**src/rtl/col_drv_pkg.sv**
```systemverilog
package col_drv_pkg;

    // ----------------------------------------------------------------
    // geometry
    // ----------------------------------------------------------------
    localparam int COLS = 40;
    localparam int TAP_LO = 20;
    localparam int TAP_MID = 30;
    localparam int TAP_HI = 40;
    localparam int FIFO_W = 1;
    localparam int FIFO_D = 8;
    localparam int FIFO_AW = 3;

    // ----------------------------------------------------------------
    // reset values
    // ----------------------------------------------------------------
    localparam logic [COLS-1:0] SHIFT_RST = 40'h00_0000_0000;
    localparam logic [COLS-1:0] LATCH_RST = 40'h00_0000_0000;
    localparam logic [1:0] SYNC_RST = 2'h3;

    // ----------------------------------------------------------------
    // drive level codes for each column selector
    // ----------------------------------------------------------------
    typedef enum logic [1:0]
    {
        LVL_POS_SUPPLY = 2'b00,
        LVL_TWO = 2'b01,
        LVL_THREE = 2'b10,
        LVL_MOST_NEG = 2'b11
    } drive_level_t;

endpackage

```
**src/rtl/bit_stream_if.sv**
```systemverilog
`timescale 1ns/1ns
// one-bit stream with valid/ready between shift front end and fifo
interface bit_stream_if;
    logic valid;
    logic ready;
    logic data;
    modport src (output valid, output data, input ready);
    modport snk (input valid, input data, output ready);
endinterface

```
**src/rtl/bit_fifo.sv**
```systemverilog
`timescale 1ns/1ns
module bit_fifo
#(
    parameter int WIDTH = 1,
    parameter int DEPTH = 8,
    parameter int AW = 3
)
(
    input wire logic clk,
    input wire logic nrst,
    input wire logic in_valid,
    output logic in_ready,
    input wire logic [WIDTH-1:0] in_data,
    output logic out_valid,
    input wire logic out_ready,
    output logic [WIDTH-1:0] out_data
);
    typedef struct packed
    {
        logic [DEPTH-1:0][WIDTH-1:0] mem;
        logic [AW-1:0] wp;
        logic [AW-1:0] rp;
        logic [AW:0] cnt;
    } fifo_st_t;

    fifo_st_t st_r;
    fifo_st_t st_nxt;
    logic push;
    logic pop;

    // ----------------------------------------------------------------
    // handshake
    // ----------------------------------------------------------------
    assign in_ready = (st_r.cnt != (AW+1)'(DEPTH));
    assign out_valid = (st_r.cnt != '0);
    assign out_data = st_r.mem[st_r.rp];
    assign push = in_valid && in_ready;
    assign pop = out_valid && out_ready;

    // pointers wrap naturally since depth is a power of two
    always_comb
    begin
        st_nxt = st_r;
        if (push)
        begin
            st_nxt.mem[st_r.wp] = in_data;
            st_nxt.wp = st_r.wp + AW'(1);
        end
        if (pop)
            st_nxt.rp = st_r.rp + AW'(1);
        st_nxt.cnt = st_r.cnt + (AW+1)'(push) - (AW+1)'(pop);
    end

    always_ff @(posedge clk or negedge nrst)
    begin
        if (!nrst)
            st_r <= '0;
        else
            st_r <= st_nxt;
    end
endmodule

```
**src/rtl/lcd_column_serial_latch_driver.sv**
```systemverilog
`timescale 1ns/1ns
// Notes on behaviour
// - falling serial clock captures data into stage one
// - each falling edge shifts forty stages once
// - die variant taps stages twenty and forty
// - packaged variant single carry from stage thirty
// - falling strobe copies all bits into latch
// - latch holds until next falling strobe
// - per column one-of-four selector, phase and bit
// - selector picks among four external levels
// - phase high follows bit, low inverts it
module lcd_column_serial_latch_driver
(
    input wire logic clk,
    input wire logic nrst,
    input wire logic serial_clk,
    input wire logic serial_data,
    input wire logic transfer_strobe,
    input wire logic phase_select,
    output logic carry_stage20,
    output logic carry_stage40,
    output logic carry_stage30,
    output logic [col_drv_pkg::COLS-1:0] column_bit,
    output logic [2*col_drv_pkg::COLS-1:0] column_level
);
    import col_drv_pkg::*;

    // ----------------------------------------------------------------
    // state
    // ----------------------------------------------------------------
    typedef struct packed
    {
        logic [1:0] sclk_sync;
        logic [1:0] sdat_sync;
        logic [1:0] strb_sync;
        logic [1:0] phase_sync;
        logic sclk_prev;
        logic strb_prev;
        logic [COLS-1:0] shift;
        logic [COLS-1:0] latch;
        logic [2*COLS-1:0] level;
        logic phase;
    } drv_st_t;

    drv_st_t st_r;
    drv_st_t st_nxt;
    logic sclk_fall;
    logic strb_fall;
    logic fifo_out_valid;
    logic fifo_out_data;
    logic fifo_in_ready;
    bit_stream_if capture_if ();

    // edge detectors read only the second synchroniser stage
    assign sclk_fall = st_r.sclk_prev && !st_r.sclk_sync[1];
    assign strb_fall = st_r.strb_prev && !st_r.strb_sync[1];

    // ----------------------------------------------------------------
    // capture fifo: serial bits queue here so a strobe and a clock edge
    // landing together are both honoured in order
    // ----------------------------------------------------------------
    assign capture_if.valid = sclk_fall;
    assign capture_if.data = st_r.sdat_sync[1];
    assign fifo_in_ready = capture_if.ready;

    bit_fifo #(.WIDTH(FIFO_W), .DEPTH(FIFO_D), .AW(FIFO_AW)) u_fifo
    (
        .clk(clk),
        .nrst(nrst),
        .in_valid(capture_if.valid),
        .in_ready(capture_if.ready),
        .in_data(capture_if.data),
        .out_valid(fifo_out_valid),
        .out_ready(!strb_fall),
        .out_data(fifo_out_data)
    );

    // next state: one shift per bit, strobe takes priority for a cycle
    always_comb
    begin
        st_nxt = st_r;
        st_nxt.sclk_sync = {st_r.sclk_sync[0], serial_clk};
        st_nxt.sdat_sync = {st_r.sdat_sync[0], serial_data};
        st_nxt.strb_sync = {st_r.strb_sync[0], transfer_strobe};
        st_nxt.phase_sync = {st_r.phase_sync[0], phase_select};
        st_nxt.sclk_prev = st_r.sclk_sync[1];
        st_nxt.strb_prev = st_r.strb_sync[1];
        st_nxt.phase = st_r.phase_sync[1];
        if (strb_fall)
            st_nxt.latch = st_r.shift;
        else if (fifo_out_valid)
            st_nxt.shift = {st_r.shift[COLS-2:0], fifo_out_data};
        // latch otherwise untouched by shifting
        for (int i = 0; i < COLS; i++)
        begin
            // phase high: bit 1 -> supply, 0 -> level three;
            // phase low: bit 1 -> most negative, 0 -> level two
            if (st_nxt.phase)
                st_nxt.level[2*i +: 2] = st_nxt.latch[i] ? LVL_POS_SUPPLY : LVL_THREE;
            else
                st_nxt.level[2*i +: 2] = st_nxt.latch[i] ? LVL_MOST_NEG : LVL_TWO;
        end
    end

    always_ff @(posedge clk or negedge nrst)
    begin
        if (!nrst)
        begin
            st_r.sclk_sync <= SYNC_RST;
            st_r.sdat_sync <= 2'h0;
            st_r.strb_sync <= SYNC_RST;
            st_r.phase_sync <= SYNC_RST;
            st_r.sclk_prev <= 1'b1;
            st_r.strb_prev <= 1'b1;
            st_r.shift <= SHIFT_RST;
            st_r.latch <= LATCH_RST;
            // matches latch zero at phase high, so no stale level after reset
            st_r.level <= {COLS{LVL_THREE}};
            st_r.phase <= 1'b1;
        end
        else
            st_r <= st_nxt;
    end

    // ----------------------------------------------------------------
    // outputs
    // ----------------------------------------------------------------
    assign carry_stage20 = st_r.shift[TAP_LO-1];
    assign carry_stage40 = st_r.shift[TAP_HI-1];
    assign carry_stage30 = st_r.shift[TAP_MID-1];
    // data view of the selector: follows bit when phase high
    always_comb
    begin
        for (int i = 0; i < COLS; i++)
            column_bit[i] = (st_r.level[2*i +: 2] == LVL_POS_SUPPLY) || (st_r.level[2*i +: 2] == LVL_TWO);
    end
    assign column_level = st_r.level;
endmodule

```
**config.mk**
```make
export PLATFORM = sky130hd
export DESIGN_NAME = lcd_column_serial_latch_driver
export DESIGN_NICKNAME = d
export VERILOG_FILES = /design/src/rtl/col_drv_pkg.sv /design/src/rtl/bit_stream_if.sv /design/src/rtl/bit_fifo.sv /design/src/rtl/lcd_column_serial_latch_driver.sv
export SDC_FILE = /design/constraint.sdc
export NUM_CORES = 1
export LEC_CHECK = 0
export BUFFER_PORTS_ARGS = -buffer_cell sky130_fd_sc_hd__buf_2
export CAP_MARGIN = 20
export CORE_ASPECT_RATIO = 0.7
export CORE_UTILIZATION = 45
export CTS_CLUSTER_SIZE = 40
export DETAILED_ROUTE_END_ITERATION = 10
export GPL_TIMING_DRIVEN = 0
export PLACE_DENSITY_LB_ADDON = 0.25
export SYNTH_ARGS = -nofsm -noshare
export SYNTH_HDL_FRONTEND = slang
export SYNTH_SLANG_ARGS = --single-unit
```
**constraint.sdc**
```tcl
create_clock -name clk -period 5.7 [get_ports clk]
set_clock_uncertainty 0.05 [all_clocks]
set_input_delay 0.855 -clock clk [delete_from_list [all_inputs] [get_ports clk]]
set_output_delay 0.855 -clock clk [all_outputs]
set_load 0.03 [all_outputs]
```
### Yosys cells after proc, flatten, opt, wreduce, memory -nomap -nowiden

Cells that the tools add are included.

* register bits after elaboration: 188
* input bits: 6
* word-level logic and storage cells: 285

* $add $sub $neg: 4
* magnitude comparators: 3
* equal/unequal tests: 41
* mux-type cells: 126
* bitwise logic cells: 1
* reductions and logical operators: 90

Operators by type and width (number)
* $mux 2: 120
* $eq 2x1->1 const B: 40
* $logic_not 2->1: 40
* $logic_or 1x1->1: 40
* $mux 40: 1
* $bwmux 8: 1
* $lt 3x4->1 const B: 2
* $add 3x1->3 const B: 2
* $logic_and 1x1->1: 5
* $add 4x1->4: 1
* $ne 4x4->1 const B: 1
* $reduce_bool 4->1: 1
* $sub 4x1->4: 1
* $bmux 1 s3: 1
* $demux 1 s3: 1
* $ge 3x1->1 const B: 1
* $logic_not 1->1: 3
* $mux 1: 2
* $reduce_and 2->1: 1
* $not 1->1: 1

### Depth between registers and ports, before layout

Gate-level depths: netlist (run 1).

* depth in word-level cells: 5
* mapped depth: 12
* mapped depth without buffers: 10

### Hierarchy

A second synthesis (run 1) with hierarchy kept.

* cell total of the unflattened synthesis: 464
* area, all modules: 6870.3 um2

Modules (own cells, without submodules)
* lcd_column_serial_latch_driver: times used 1, cells each 388, area each 5913.2 um2
* bit_fifo: times used 1, cells each 76, area each 957.2 um2

### Least setup slack after synthesis (run 1)

Ideal clock, no wire load.

* path kind: register to register
* start point: register u_fifo.st_r[2] in the netlist's numbering
* end point: register u_fifo.st_r[2] in the netlist's numbering
* library setup time: 0.123 ns
* data arrival time: 2.185 ns
* required time: 5.527 ns
* slack: 3.342 ns
* cell stages (with the launch flop): 13
* buffers on the path: 2
* cell sequence: dfrtp_1 > inv_1 > ha_1 > inv_1 > o31a_1 > buf_6 > buf_12 > ha_1 > inv_1 > ha_1 > inv_1 > fa_1 > xnor2_1

RTL lines
* start, declared: line bit_fifo.sv:26 `fifo_st_t st_r;`
* start signal, assigned: line bit_fifo.sv:59 `st_r <= st_nxt;`

==> impl_results.md, run 1 <==
- Status: complete, no violations
- Synthesized flop and latch total: roughly 150
- Syn Nets: about 490
- DRC: 0
- Synth-to-Final Area Change: 23.6%
- Num rows: 36
- Worst Max-Slew Pin Slew: around 770 ps
- First-pass GRT wire length: about 18000 um
- Worst-path clk slew: ~60 ps
- Crit path kind: flop to flop
- Ant. Diodes: 0
- Sequential fraction of the synthesis area: 0.568
- Via count: 3564
- Leakage: 4.23 nW
- CTS Buf Count: 17
- Vias in the first global route: ~3600
- Met3 Track Usage GR: 0.0425
- Post-cts sizing count: 0
- CTS Sinks: about 150
- Final setup vio count: 0
- Worst VDD drop: around 0.32 mV
- Largest net degree at the start of global routing: 78
- Mapped Cells: roughly 470
- Mapped Area: about 6700 sq um
- Hold_buf cts: 0
- Relative slew slack: 0.484
- Final min period: ~2500 ps
- DRT iter0 DRCs: 155
- Detailed Route WL: around 11000 um
- Warnings from Yosys: 0
- Initial Util: 0.470
- Synth cell types: 33
- Switch Pwr: 1.68 mW
- GR peak layer: met2
- HP Class: flop to flop
- Port Buffers: 128
- Switch share: 0.344
- Root Driver: clkbuf_16
- Post-DP HPWL: 7230 um
- Internal Power: 3.20 mW
- Critical Path End Type: flop
- Drt pass-1 iters: 4
- Critical Path AT: ~2800 ps
- Setup TNS: 0 ps
- Nature of the critical path startpoint: flop
- Logic pwr share: 0.386
- Clock power frac: 0.247
- Hold Slack: just under 300 ps
- Synthesized area per cell: 14.2 sq um
- Grt met1 use: 0.208
- DRT antenna net count: 0
- Pwr Total: a little under 5 mW
- CTS H-tree lvls: 4
- Layout cells sized above 1: 0.622
- Max Slew Vio Count: 0
- Die height: between 100 and 150 um
- Overflow after GRT: 0
- Post-CTS Setup Bufs: 0
- IO Count: 129
- Final RePlAce weighted congestion: approximately 0.7
- Initial antenna violation count: 0
- Vias per inst: 4.34
- Die footprint: 15300 sq um
- Worst Reg2Reg Path Length in Cells: 12
- Grt met2 use: 0.229
- Worst Hold Depth: 0
- Critical Path Fanout Max: 10
- Pwr Density: 590 nW/um^2
- Number of maximum-capacitance violations: 0
- Upper clock frequency limit: a little under 400 MHz
- CP required: slightly below 6000 ps
- Routed wire per std cell: around 13 um
- Hold Fails Final Rpt: 0
- Clk Latency, worst-skew pair: between 400 and 500 ps
- Sequential share of power: 0.367
- Final net count: between 600 and 700
- Width of the die: 148 um
- CTS tree: done
- Tcrit/Tclk final: 0.441
- RSZ-0062 raised after global routing: no
- Largest buffer count on any clock path: 2
- Global Route Usage Sum: 0.150
- Core area: roughly 14000 sq um
-- routing by layer --
layer,up-vias,part of all wire
met3,9,0.051
met4,0,0.0096
li1,1725,-
met1,1729,0.49
met2,101,0.45
met5,-,0
-- synthesized netlist by cell type --
master,count,share of area
nor2_1,2,0.0011
dfstp_2,48,0.19
and2_1,1,0.00094
a21oi_1,1,0.00075
nor2b_1,3,0.0028
o31a_1,1,0.0013
buf_4,81,0.091
inv_1,50,0.028
ha_1,8,0.015
inv_2,1,0.00056
fa_1,1,0.0030
xnor2_1,43,0.056
nand4_1,4,0.0037
nand2b_4,1,0.0021
buf_2,2,0.0015
mux4_2,1,0.0034
buf_6,2,0.0034
o311ai_0,1,0.0013
dfrtp_1,101,0.38
nor4b_1,1,0.0013
nand2b_1,1,0.00094
nand4b_1,3,0.0039
buf_12,4,0.012
mux2i_1,5,0.0075
xor2_1,3,0.0039
or3b_1,1,0.0013
nor3b_1,1,0.0011
nand3_1,1,0.00075
mux2_4,37,0.083
clkbuf_1,5,0.0028
mux2_2,52,0.088
clkbuf_8,4,0.0082
a21o_1,1,0.0011
-- per-stage QoR --
step / worst slack, ps / std cells / utilization / area, sq um
floorplan: 3340 / 471 / - / 6680
global placement: 1700 / 789 / 0.532 / 7550
detailed placement: 3190 / 790 / 0.535 / 7590
CTS: 2840 / 821 / 0.580 / 8220
global route: 3060 / 822 / 0.582 / 8250
finish: 3180 / 822 / 0.582 / 8250
-- area by class of cell --
type | instances | area [sq um]
multi-input combinational | 173 | 1900
timing repair buffer | 130 | 702
sequential | 149 | 3790
tap | 190 | 238
buffer | 98 | 795
inverter | 51 | 191
clock inverter | 13 | 208
clock buffer | 18 | 429
fill | 1129 | 5940
-- path summary, 6_finish.rpt --
| check | startpoint | end | slack (ps) |
|---|---|---|---|
| min in group asynchronous | nrst | column_level[78] | 410 |
| hold / removal | st_nxt[168] | capture_if.data | 300 |
| max in group asynchronous | nrst | st_r[161] | 4350 |
| setup / recovery | u_fifo.st_r[2] | u_fifo.st_r[1] | 3180 |
| setup reg to reg | u_fifo.st_r[2] | u_fifo.st_r[1] | 3180 |
| hold reg to reg | st_nxt[168] | capture_if.data | 300 |
-- cell families after synthesis --
family,synth area share
flops,0.568
mux,0.182
simple gates,0.0201
buf+inv,0.148
compound gates,0.00450
fa+ha+maj,0.0180
xor+xnor,0.0604
-- layout by cell type, fill, tap and decap left out, types with 2 or more instances in the layout --
cell       Yosys  routed
nand4_1        4       4
clkinv_4       0       3
xnor2_1       43      43
dfrtp_1      101     101
clkbuf_16      0      17
bufinv_16      0       5
buf_6          2       3
buf_16         0       2
xor2_1         3       3
clkbuf_8       4       4
nor2b_1        3       3
dfstp_2       48      48
buf_4         81      81
clkbuf_1       5       6
buf_12         4       4
buf_2          2     129
nor2_1         2       2
mux2i_1        5       5
mux2_2        52      52
nand4b_1       3       3
ha_1           8       8
mux2_4        37      37
inv_1         50      50
clkinv_2       0       4
-- power groups by stage --
stage	Sequential, mW	Combinational, mW	Clock [mW]
floorplan	1.74	1.51	0
global placement	1.79	1.85	0
detailed placement	1.82	1.89	0
CTS	1.80	1.90	1.23
global route	1.85	2.02	1.27
finish	1.79	1.88	1.20
-- worst max-delay path: stages, from the launching register on --
cell and delay, ps:
dfrtp_1 370, inv_1 110, ha_1 150, inv_1 50, o31a_1 300, buf_6 150, buf_12 150, ha_1 290
inv_1 60, ha_1 150, inv_1 60, fa_1 480, inv_1 40
-- state kept, by name, indices dropped and copies added (netlist names) --
| register | cells |
|---|---|
| column_level | 41 |
| st_nxt | 7 |
| st_r | 79 |
| carry_stage30 | 1 |
| capture_if.data | 1 |
| carry_stage20 | 1 |
| carry_stage40 | 1 |
| u_fifo.st_r | 18 |
Power figures use the tool's default switching activity.
==> run 2: changes to the inputs <==
==> constraint.sdc (replaced) <==
create_clock -name clk -period 2.53 [get_ports clk]
set_clock_uncertainty 0.05 [all_clocks]
set_input_delay 0.3795 -clock clk [delete_from_list [all_inputs] [get_ports clk]]
set_output_delay 0.3795 -clock clk [all_outputs]
set_load 0.03 [all_outputs]
==> run 2 against run 1 <==
Net effect: sequential share of layout area down 0.44 points; die area unchanged; sequential power up 130%; critical path depth unchanged; combinational power grew 130%; non-clock buffer count is 9 higher; fmax grew 3.5%; register-to-register slack lost 3100 ps; clock-buffer cell count unchanged; design area increased by 0.97%.
==> impl_results.md, run 2 (same netlist as run 1, synthesis figures left out) <==
- Status: complete, no violations (unchanged)
- Critical path launch point: u_fifo.st_r[2] (unchanged)
- First-pass GRT wire length: 18200 um (was 18100 um)
- Vias in the first global route: 3580 (was 3562)
- Pwr Density: 1330 nW/um^2 (was 590 nW/um^2)
- Most common cell after layout, fill and taps aside: buf_2 (unchanged)
- Final Instance Area: 8330 sq um (was 8250 sq um)
- Die height: 104 um (unchanged)
- CTS H-tree lvls: 4 (unchanged)
- Global Route Usage Sum: 0.150 (about the same)
- Largest buffer count on any clock path: 2 (unchanged)
- Final setup vio count: 0 (unchanged)
- Nature of the critical path startpoint: flop (unchanged)
- DRC: 0 (unchanged)
- Initial antenna violation count: 0 (unchanged)
- Clk Latency, worst-skew pair: 410 ps (about the same)
- Ant. Diodes: 0 (unchanged)
- Detailed Route WL: 10800 um (was 10600 um)
- Final min period: 2430 ps (was 2520 ps)
- Num rows: 36 (unchanged)
- CTS Sinks: 149 (unchanged)
- Core area: 14200 sq um (unchanged)
- Worst Reg2Reg Path Length in Cells: 12 (unchanged)
- Via count: 3599 (was 3564)
- Largest register FFs: 79 (unchanged)
- Worst Max-Slew Pin Slew: 774 ps (about the same)
- Worst Hold Depth: 1 (was 0)
- CP required: 2780 ps (was 5950 ps)
- Overflow after GRT: 0 (unchanged)
- Upper clock frequency limit: 412 MHz (was 397 MHz)
- Pwr Total: 11.0 mW (was 4.87 mW)
- Worst VDD drop: 0.727 mV (was 0.322 mV)
- Reg-to-Reg Start: u_fifo.st_r[2] (unchanged)
- Flop-to-flop setup slack: 100 ps (was 3180 ps)
- Synth-to-Final Area Change: 24.8% (was 23.6%)
- Most frequent cells in the layout: buf_2 (129), dfrtp_1 (101), buf_4 (86), mux2_2 (52), inv_1 (49) (was buf_2 (129), dfrtp_1 (101), buf_4 (81), mux2_2 (52), inv_1 (50))
- Root Driver: clkbuf_16 (unchanged)
- DRT antenna net count: 0 (unchanged)
- Final net count: 644 (was 635)
- Hold Path Sink: st_nxt[168] (was capture_if.data)
- Worst Hold Launch: serial_data (was st_nxt[168])
- Port Buffers: 128 (unchanged)
- CTS Buf Count: 17 (unchanged)
- Relative slew slack: 0.484 (about the same)
- Placed cell areas: 7590 sq um (unchanged)
- Hold Slack: 29.1 ps (was 298 ps)
- Number of maximum-capacitance violations: 0 (unchanged)
- Max Slew Vio Count: 0 (unchanged)
- Vias per inst: 4.33 (was 4.34)
- Reg with most FFs: st_r (unchanged)
- Crit path kind: flop to flop (unchanged)
- Die footprint: 15300 sq um (unchanged)
- Drt pass-1 iters: 4 (unchanged)
- RR Endpoint: u_fifo.st_r[1] (unchanged)
- Largest net degree at the start of global routing: 78 (unchanged)
- Final RePlAce weighted congestion: 0.699 (unchanged)
- IO Count: 129 (unchanged)
- Worst-path clk slew: 60 ps (about the same)
- Critical Path AT: 2680 ps (was 2760 ps)
- HP Class: input pin to flop (was flop to flop)
- Routed wire per std cell: 12.9 um (about the same)
- Layout cells sized above 1: 0.624 (was 0.622)
- Initial Util: 0.470 (unchanged)
- Util after Layout: 0.587 (was 0.582)
- Post-DP HPWL: 7230 um (unchanged)
- Hold Fails Final Rpt: 0 (unchanged)
- Width of the die: 148 um (unchanged)
- Critical Path Fanout Max: 10 (unchanged)
- DRT iter0 DRCs: 179 (was 155)
- Leakage: 4.27 nW (was 4.23 nW)
- Setup TNS: 0 ps (unchanged)
- Tcrit/Tclk final: 0.960 (was 0.441)
- # fillers: 1120 (was 1129)
- Critical Path End Type: flop (unchanged)
- CTS tree: done (unchanged)
==> run 2: cell types whose count changed in the layout (fill, tap and decap cells not counted) <==
cell / delta
dlygate4sd3_1: +4
ha_2: +1
ha_1: -1
inv_2: +1
buf_4: +5
inv_1: -1
==> run 2: what timing repair did <==
| item | CTS | global route |
|---|---|---|
| buffers inserted | 0 | 5 |
| resized for setup | 0 | 2 |
| setup endpoints to repair | 0 | 3 |
| hold endpoints to repair | 53 | 2 |
| hold buffers | 2 | 2 |
==> run 2: per-layer routing <==
| layer | track usage | wire length, um | vias up |
|---|---|---|---|
| met3 | 0.0425 | 517 | 4 |
| li1 | - | - | 1744 |
| met5 | 0 | 0 | - |
| met2 | 0.231 | 4900 | 99 |
| met4 | 0.0442 | 67 | 0 |
| met1 | 0.208 | 5270 | 1752 |
==> run 2: per-stage QoR <==
step / setup slack (ps) / cells
final: 100 / 831
after global routing: -13.6 / 831
after CTS: 1.33 / 823
after detailed placement: 18.2 / 790
after global placement: -995 / 789
after floorplan: 172 / 471
==> run 2: how the worst max path moves through the flow <==
stage / end / slack [ps] / cells after the start
after floorplan: u_fifo.st_r[2] / 170 / 12
after global placement: st_nxt[168] / -1000 / 1
after detailed placement: u_fifo.st_r[2] / 20 / 12
after CTS: u_fifo.st_r[1] / 1 / 12
after global routing: u_fifo.st_r[1] / -10 / 12
final: u_fifo.st_r[1] / 100 / 12
==> run 2: report_power, final <==
group	internal (mW)	switching (mW)
Sequential	3.49	0.542
Clock	1.75	0.961
Combinational	2.01	2.29
==> run 2: critical path, stage by stage, from the launching register on <==
cell and delay (ps):
dfrtp_1 380, inv_2 70, ha_1 140, inv_1 50, o31a_1 300, buf_6 120, buf_12 140, ha_1 290
inv_1 60, ha_2 160, inv_1 50, fa_1 480, inv_1 40
==> run 2: final cells by class <==
class	instances	area, sq um	area share
sequential	149	3790	0.455
clock buffer	18	429	0.0515
tap	190	238	0.0285
clock inverter	13	208	0.0249
inverter	51	191	0.0230
multi-input combinational	173	1900	0.228
buffer	98	795	0.0954
timing repair buffer	139	779	0.0936
==> run 3: changes to the inputs <==
--- a/config.mk
+++ b/config.mk
@@ -9,6 +9,7 @@
 export CAP_MARGIN = 20
 export CORE_ASPECT_RATIO = 0.7
 export CORE_UTILIZATION = 45
+export CTS_BUF_LIST = sky130_fd_sc_hd__clkbuf_4 sky130_fd_sc_hd__clkbuf_8 sky130_fd_sc_hd__clkbuf_16
 export CTS_CLUSTER_SIZE = 40
 export DETAILED_ROUTE_END_ITERATION = 10
 export GPL_TIMING_DRIVEN = 0
==> run 3 against run 2 <==
Net effect: hold slack hardly changed; routed wire length hardly changed; design area hardly changed; first-iteration DRC count is 2.2% lower; global-route usage hardly changed; sequential cell count stayed put; non-clock buffer count stayed put; register-to-register slack hardly changed; critical path depth stayed put; largest cell class unchanged; largest power group unchanged.
==> impl_results.md, run 3 (same netlist as run 1, synthesis figures left out) <==
- HP Class: input pin to flop (unchanged)
- Area occupied by multi-input gates: 1900 sq um (unchanged)
- Max stage delay on crit path: 480 ps (about the same)
- Met3 Track Usage GR: 0.0425 (unchanged)
- Hold Fails Final Rpt: 0 (unchanged)
- Tcrit/Tclk final: 0.960 (about the same)
- Detailed Route WL: 10800 um (about the same)
- Number of maximum-capacitance violations: 0 (unchanged)
- Cells after DPL: 790 (unchanged)
- Flop-to-flop setup slack: 100 ps (about the same)
- Num rows: 36 (unchanged)
- Global Route Usage Sum: 0.150 (about the same)
- Overflow after GRT: 0 (unchanged)
- Crit path kind: flop to flop (unchanged)
- Grt met2 use: 0.230 (was 0.231)
- Relative slew slack: 0.484 (about the same)
- Critical Path AT: 2680 ps (about the same)
- DRT antenna net count: 0 (unchanged)
- Initial Util: 0.470 (unchanged)
- Worst Hold Launch: serial_data (unchanged)
- Final min period: 2430 ps (about the same)
- Initial antenna violation count: 0 (unchanged)
- Reg area: 3790 sq um (unchanged)
- Most frequent cells in the layout: buf_2 (129), dfrtp_1 (101), buf_4 (86), mux2_2 (52), inv_1 (49) (unchanged)
- Clk Latency, worst-skew pair: 410 ps (about the same)
- Most common cell after layout, fill and taps aside: buf_2 (unchanged)
- Worst-path clk slew: 60 ps (about the same)
- DRC: 0 (unchanged)
- Die height: 104 um (unchanged)
- Width of the die: 148 um (unchanged)
- Drt pass-1 iters: 4 (unchanged)
- Worst path slowest cell: fa_1 (unchanged)
- CTS Sinks: 149 (unchanged)
- IO Count: 129 (unchanged)
- Pwr Density: 1330 nW/um^2 (about the same)
- Vias per inst: 4.33 (about the same)
- Final net count: 644 (unchanged)
- Max Slew Vio Count: 0 (unchanged)
- Util after Layout: 0.587 (about the same)
- Status: complete, no violations (unchanged)
- Largest buffer count on any clock path: 2 (unchanged)
- First-pass GRT wire length: 18200 um (about the same)
- Reg with most FFs: st_r (unchanged)
- Crit-path most repeated cell: inv_1 (unchanged)
- Post-Layout Cell Count: 831 (unchanged)
- Synth-to-Final Area Change: 24.9% (was 24.8%)
- CTS Buf Count: 17 (unchanged)
- Nature of the critical path startpoint: flop (unchanged)
- Critical Path Fanout Max: 10 (unchanged)
- CP cell instances: inv_2 -> ha_1 -> inv_1 -> o31a_1 -> buf_6 -> buf_12 -> ha_1 -> inv_1 -> ha_2 -> inv_1 -> fa_1 -> inv_1 (unchanged)
- Routed wire per std cell: 12.9 um (about the same)
- Critical path launch point: u_fifo.st_r[2] (unchanged)
- Grt met1 use: 0.208 (about the same)
- Worst VDD drop: 0.727 mV (about the same)
- DRT iter0 DRCs: 175 (was 179)
- Hold Slack: 28.8 ps (was 29.1 ps)
- Core area: 14200 sq um (unchanged)
- Ant. Diodes: 0 (unchanged)
- GR peak layer: met2 (unchanged)
- Layout cells sized above 1: 0.626 (was 0.624)
- CTS H-tree lvls: 4 (unchanged)
- Upper clock frequency limit: 412 MHz (about the same)
- Port Buffers: 128 (unchanged)
- Final setup vio count: 0 (unchanged)
- Largest net degree at the start of global routing: 78 (unchanged)
- Worst Max-Slew Pin Slew: 774 ps (about the same)
- Vias in the first global route: 3578 (was 3580)
- Largest register FFs: 79 (unchanged)
- Critical Path End Type: flop (unchanged)
- Post-DP HPWL: 7230 um (unchanged)
- # fillers: 1122 (was 1120)
- CTS tree: done (unchanged)
- Reg-to-Reg Start: u_fifo.st_r[2] (unchanged)
- Leakage: 4.27 nW (about the same)
- Via count: 3602 (was 3599)
- Root Driver: clkbuf_16 (unchanged)
- CP required: 2780 ps (about the same)
- Final RePlAce weighted congestion: 0.699 (unchanged)
- Die footprint: 15300 sq um (unchanged)
[run 3: cell counts in the layout (fill, tap and decap cells not counted)]
Identical to the previous run, type by type.
[run 3: layer usage]
metal	vias up	wire [um]
li1	1745	-
met1	1752	5260
met2	101	4900
met3	4	522
met4	0	67
met5	-	0
[run 3: cell type report]
cell class | instances | share of cell area
flip-flops and latches | 149 | 0.455
multi-input cells | 173 | 0.228
plain buffers | 98 | 0.0953
repair buffers | 139 | 0.0935
clock buffers | 18 | 0.0519
well taps | 190 | 0.0285
clock inverters | 13 | 0.0249
inverters | 51 | 0.0230
[run 3: worst paths after layout]
path	end	cells past startpoint
min in group asynchronous	column_level[78]	2
worst max register to register	u_fifo.st_r[1]	12
worst min-delay path	st_nxt[168]	1
worst max-delay path	u_fifo.st_r[1]	12
max in group asynchronous	st_r[161]	3
worst min register to register	capture_if.data	0
[run 3: where the power goes]
group          internal [mW]  switching (mW)
Clock                   1.76           0.962
Combinational           2.01            2.29
Sequential              3.49           0.542
Total                   7.26            3.79
[run 3: repair_timing]
action                                  in CTS  in global routing
endpoints found under the setup margin       0                  3
hold buffers                                 2                  2
endpoints found under the hold margin       53                  2
gates resized for setup                      0                  2
setup buffers                                0                  5
[run 3: stage by stage]
step                instance area (sq um)  setup TNS [ps]  power (mW)  worst slack (ps)
floorplan                            6680               0        7.31               172
global placement                     7550         -107330        8.19              -995
detailed placement                   7590               0        8.34              18.2
CTS                                  8250               0        11.1              1.33
global route                         8340           -13.6        11.7             -13.6
finish                               8340               0        11.1               100
[run 3: critical path: cells and delay by family, from the launching register on]
family	cells	cell delay, ps
AOI/OAI and AO/OA	1	300
buffers and inverters	7	530
DFF	1	380
adders and majority gates	4	1070
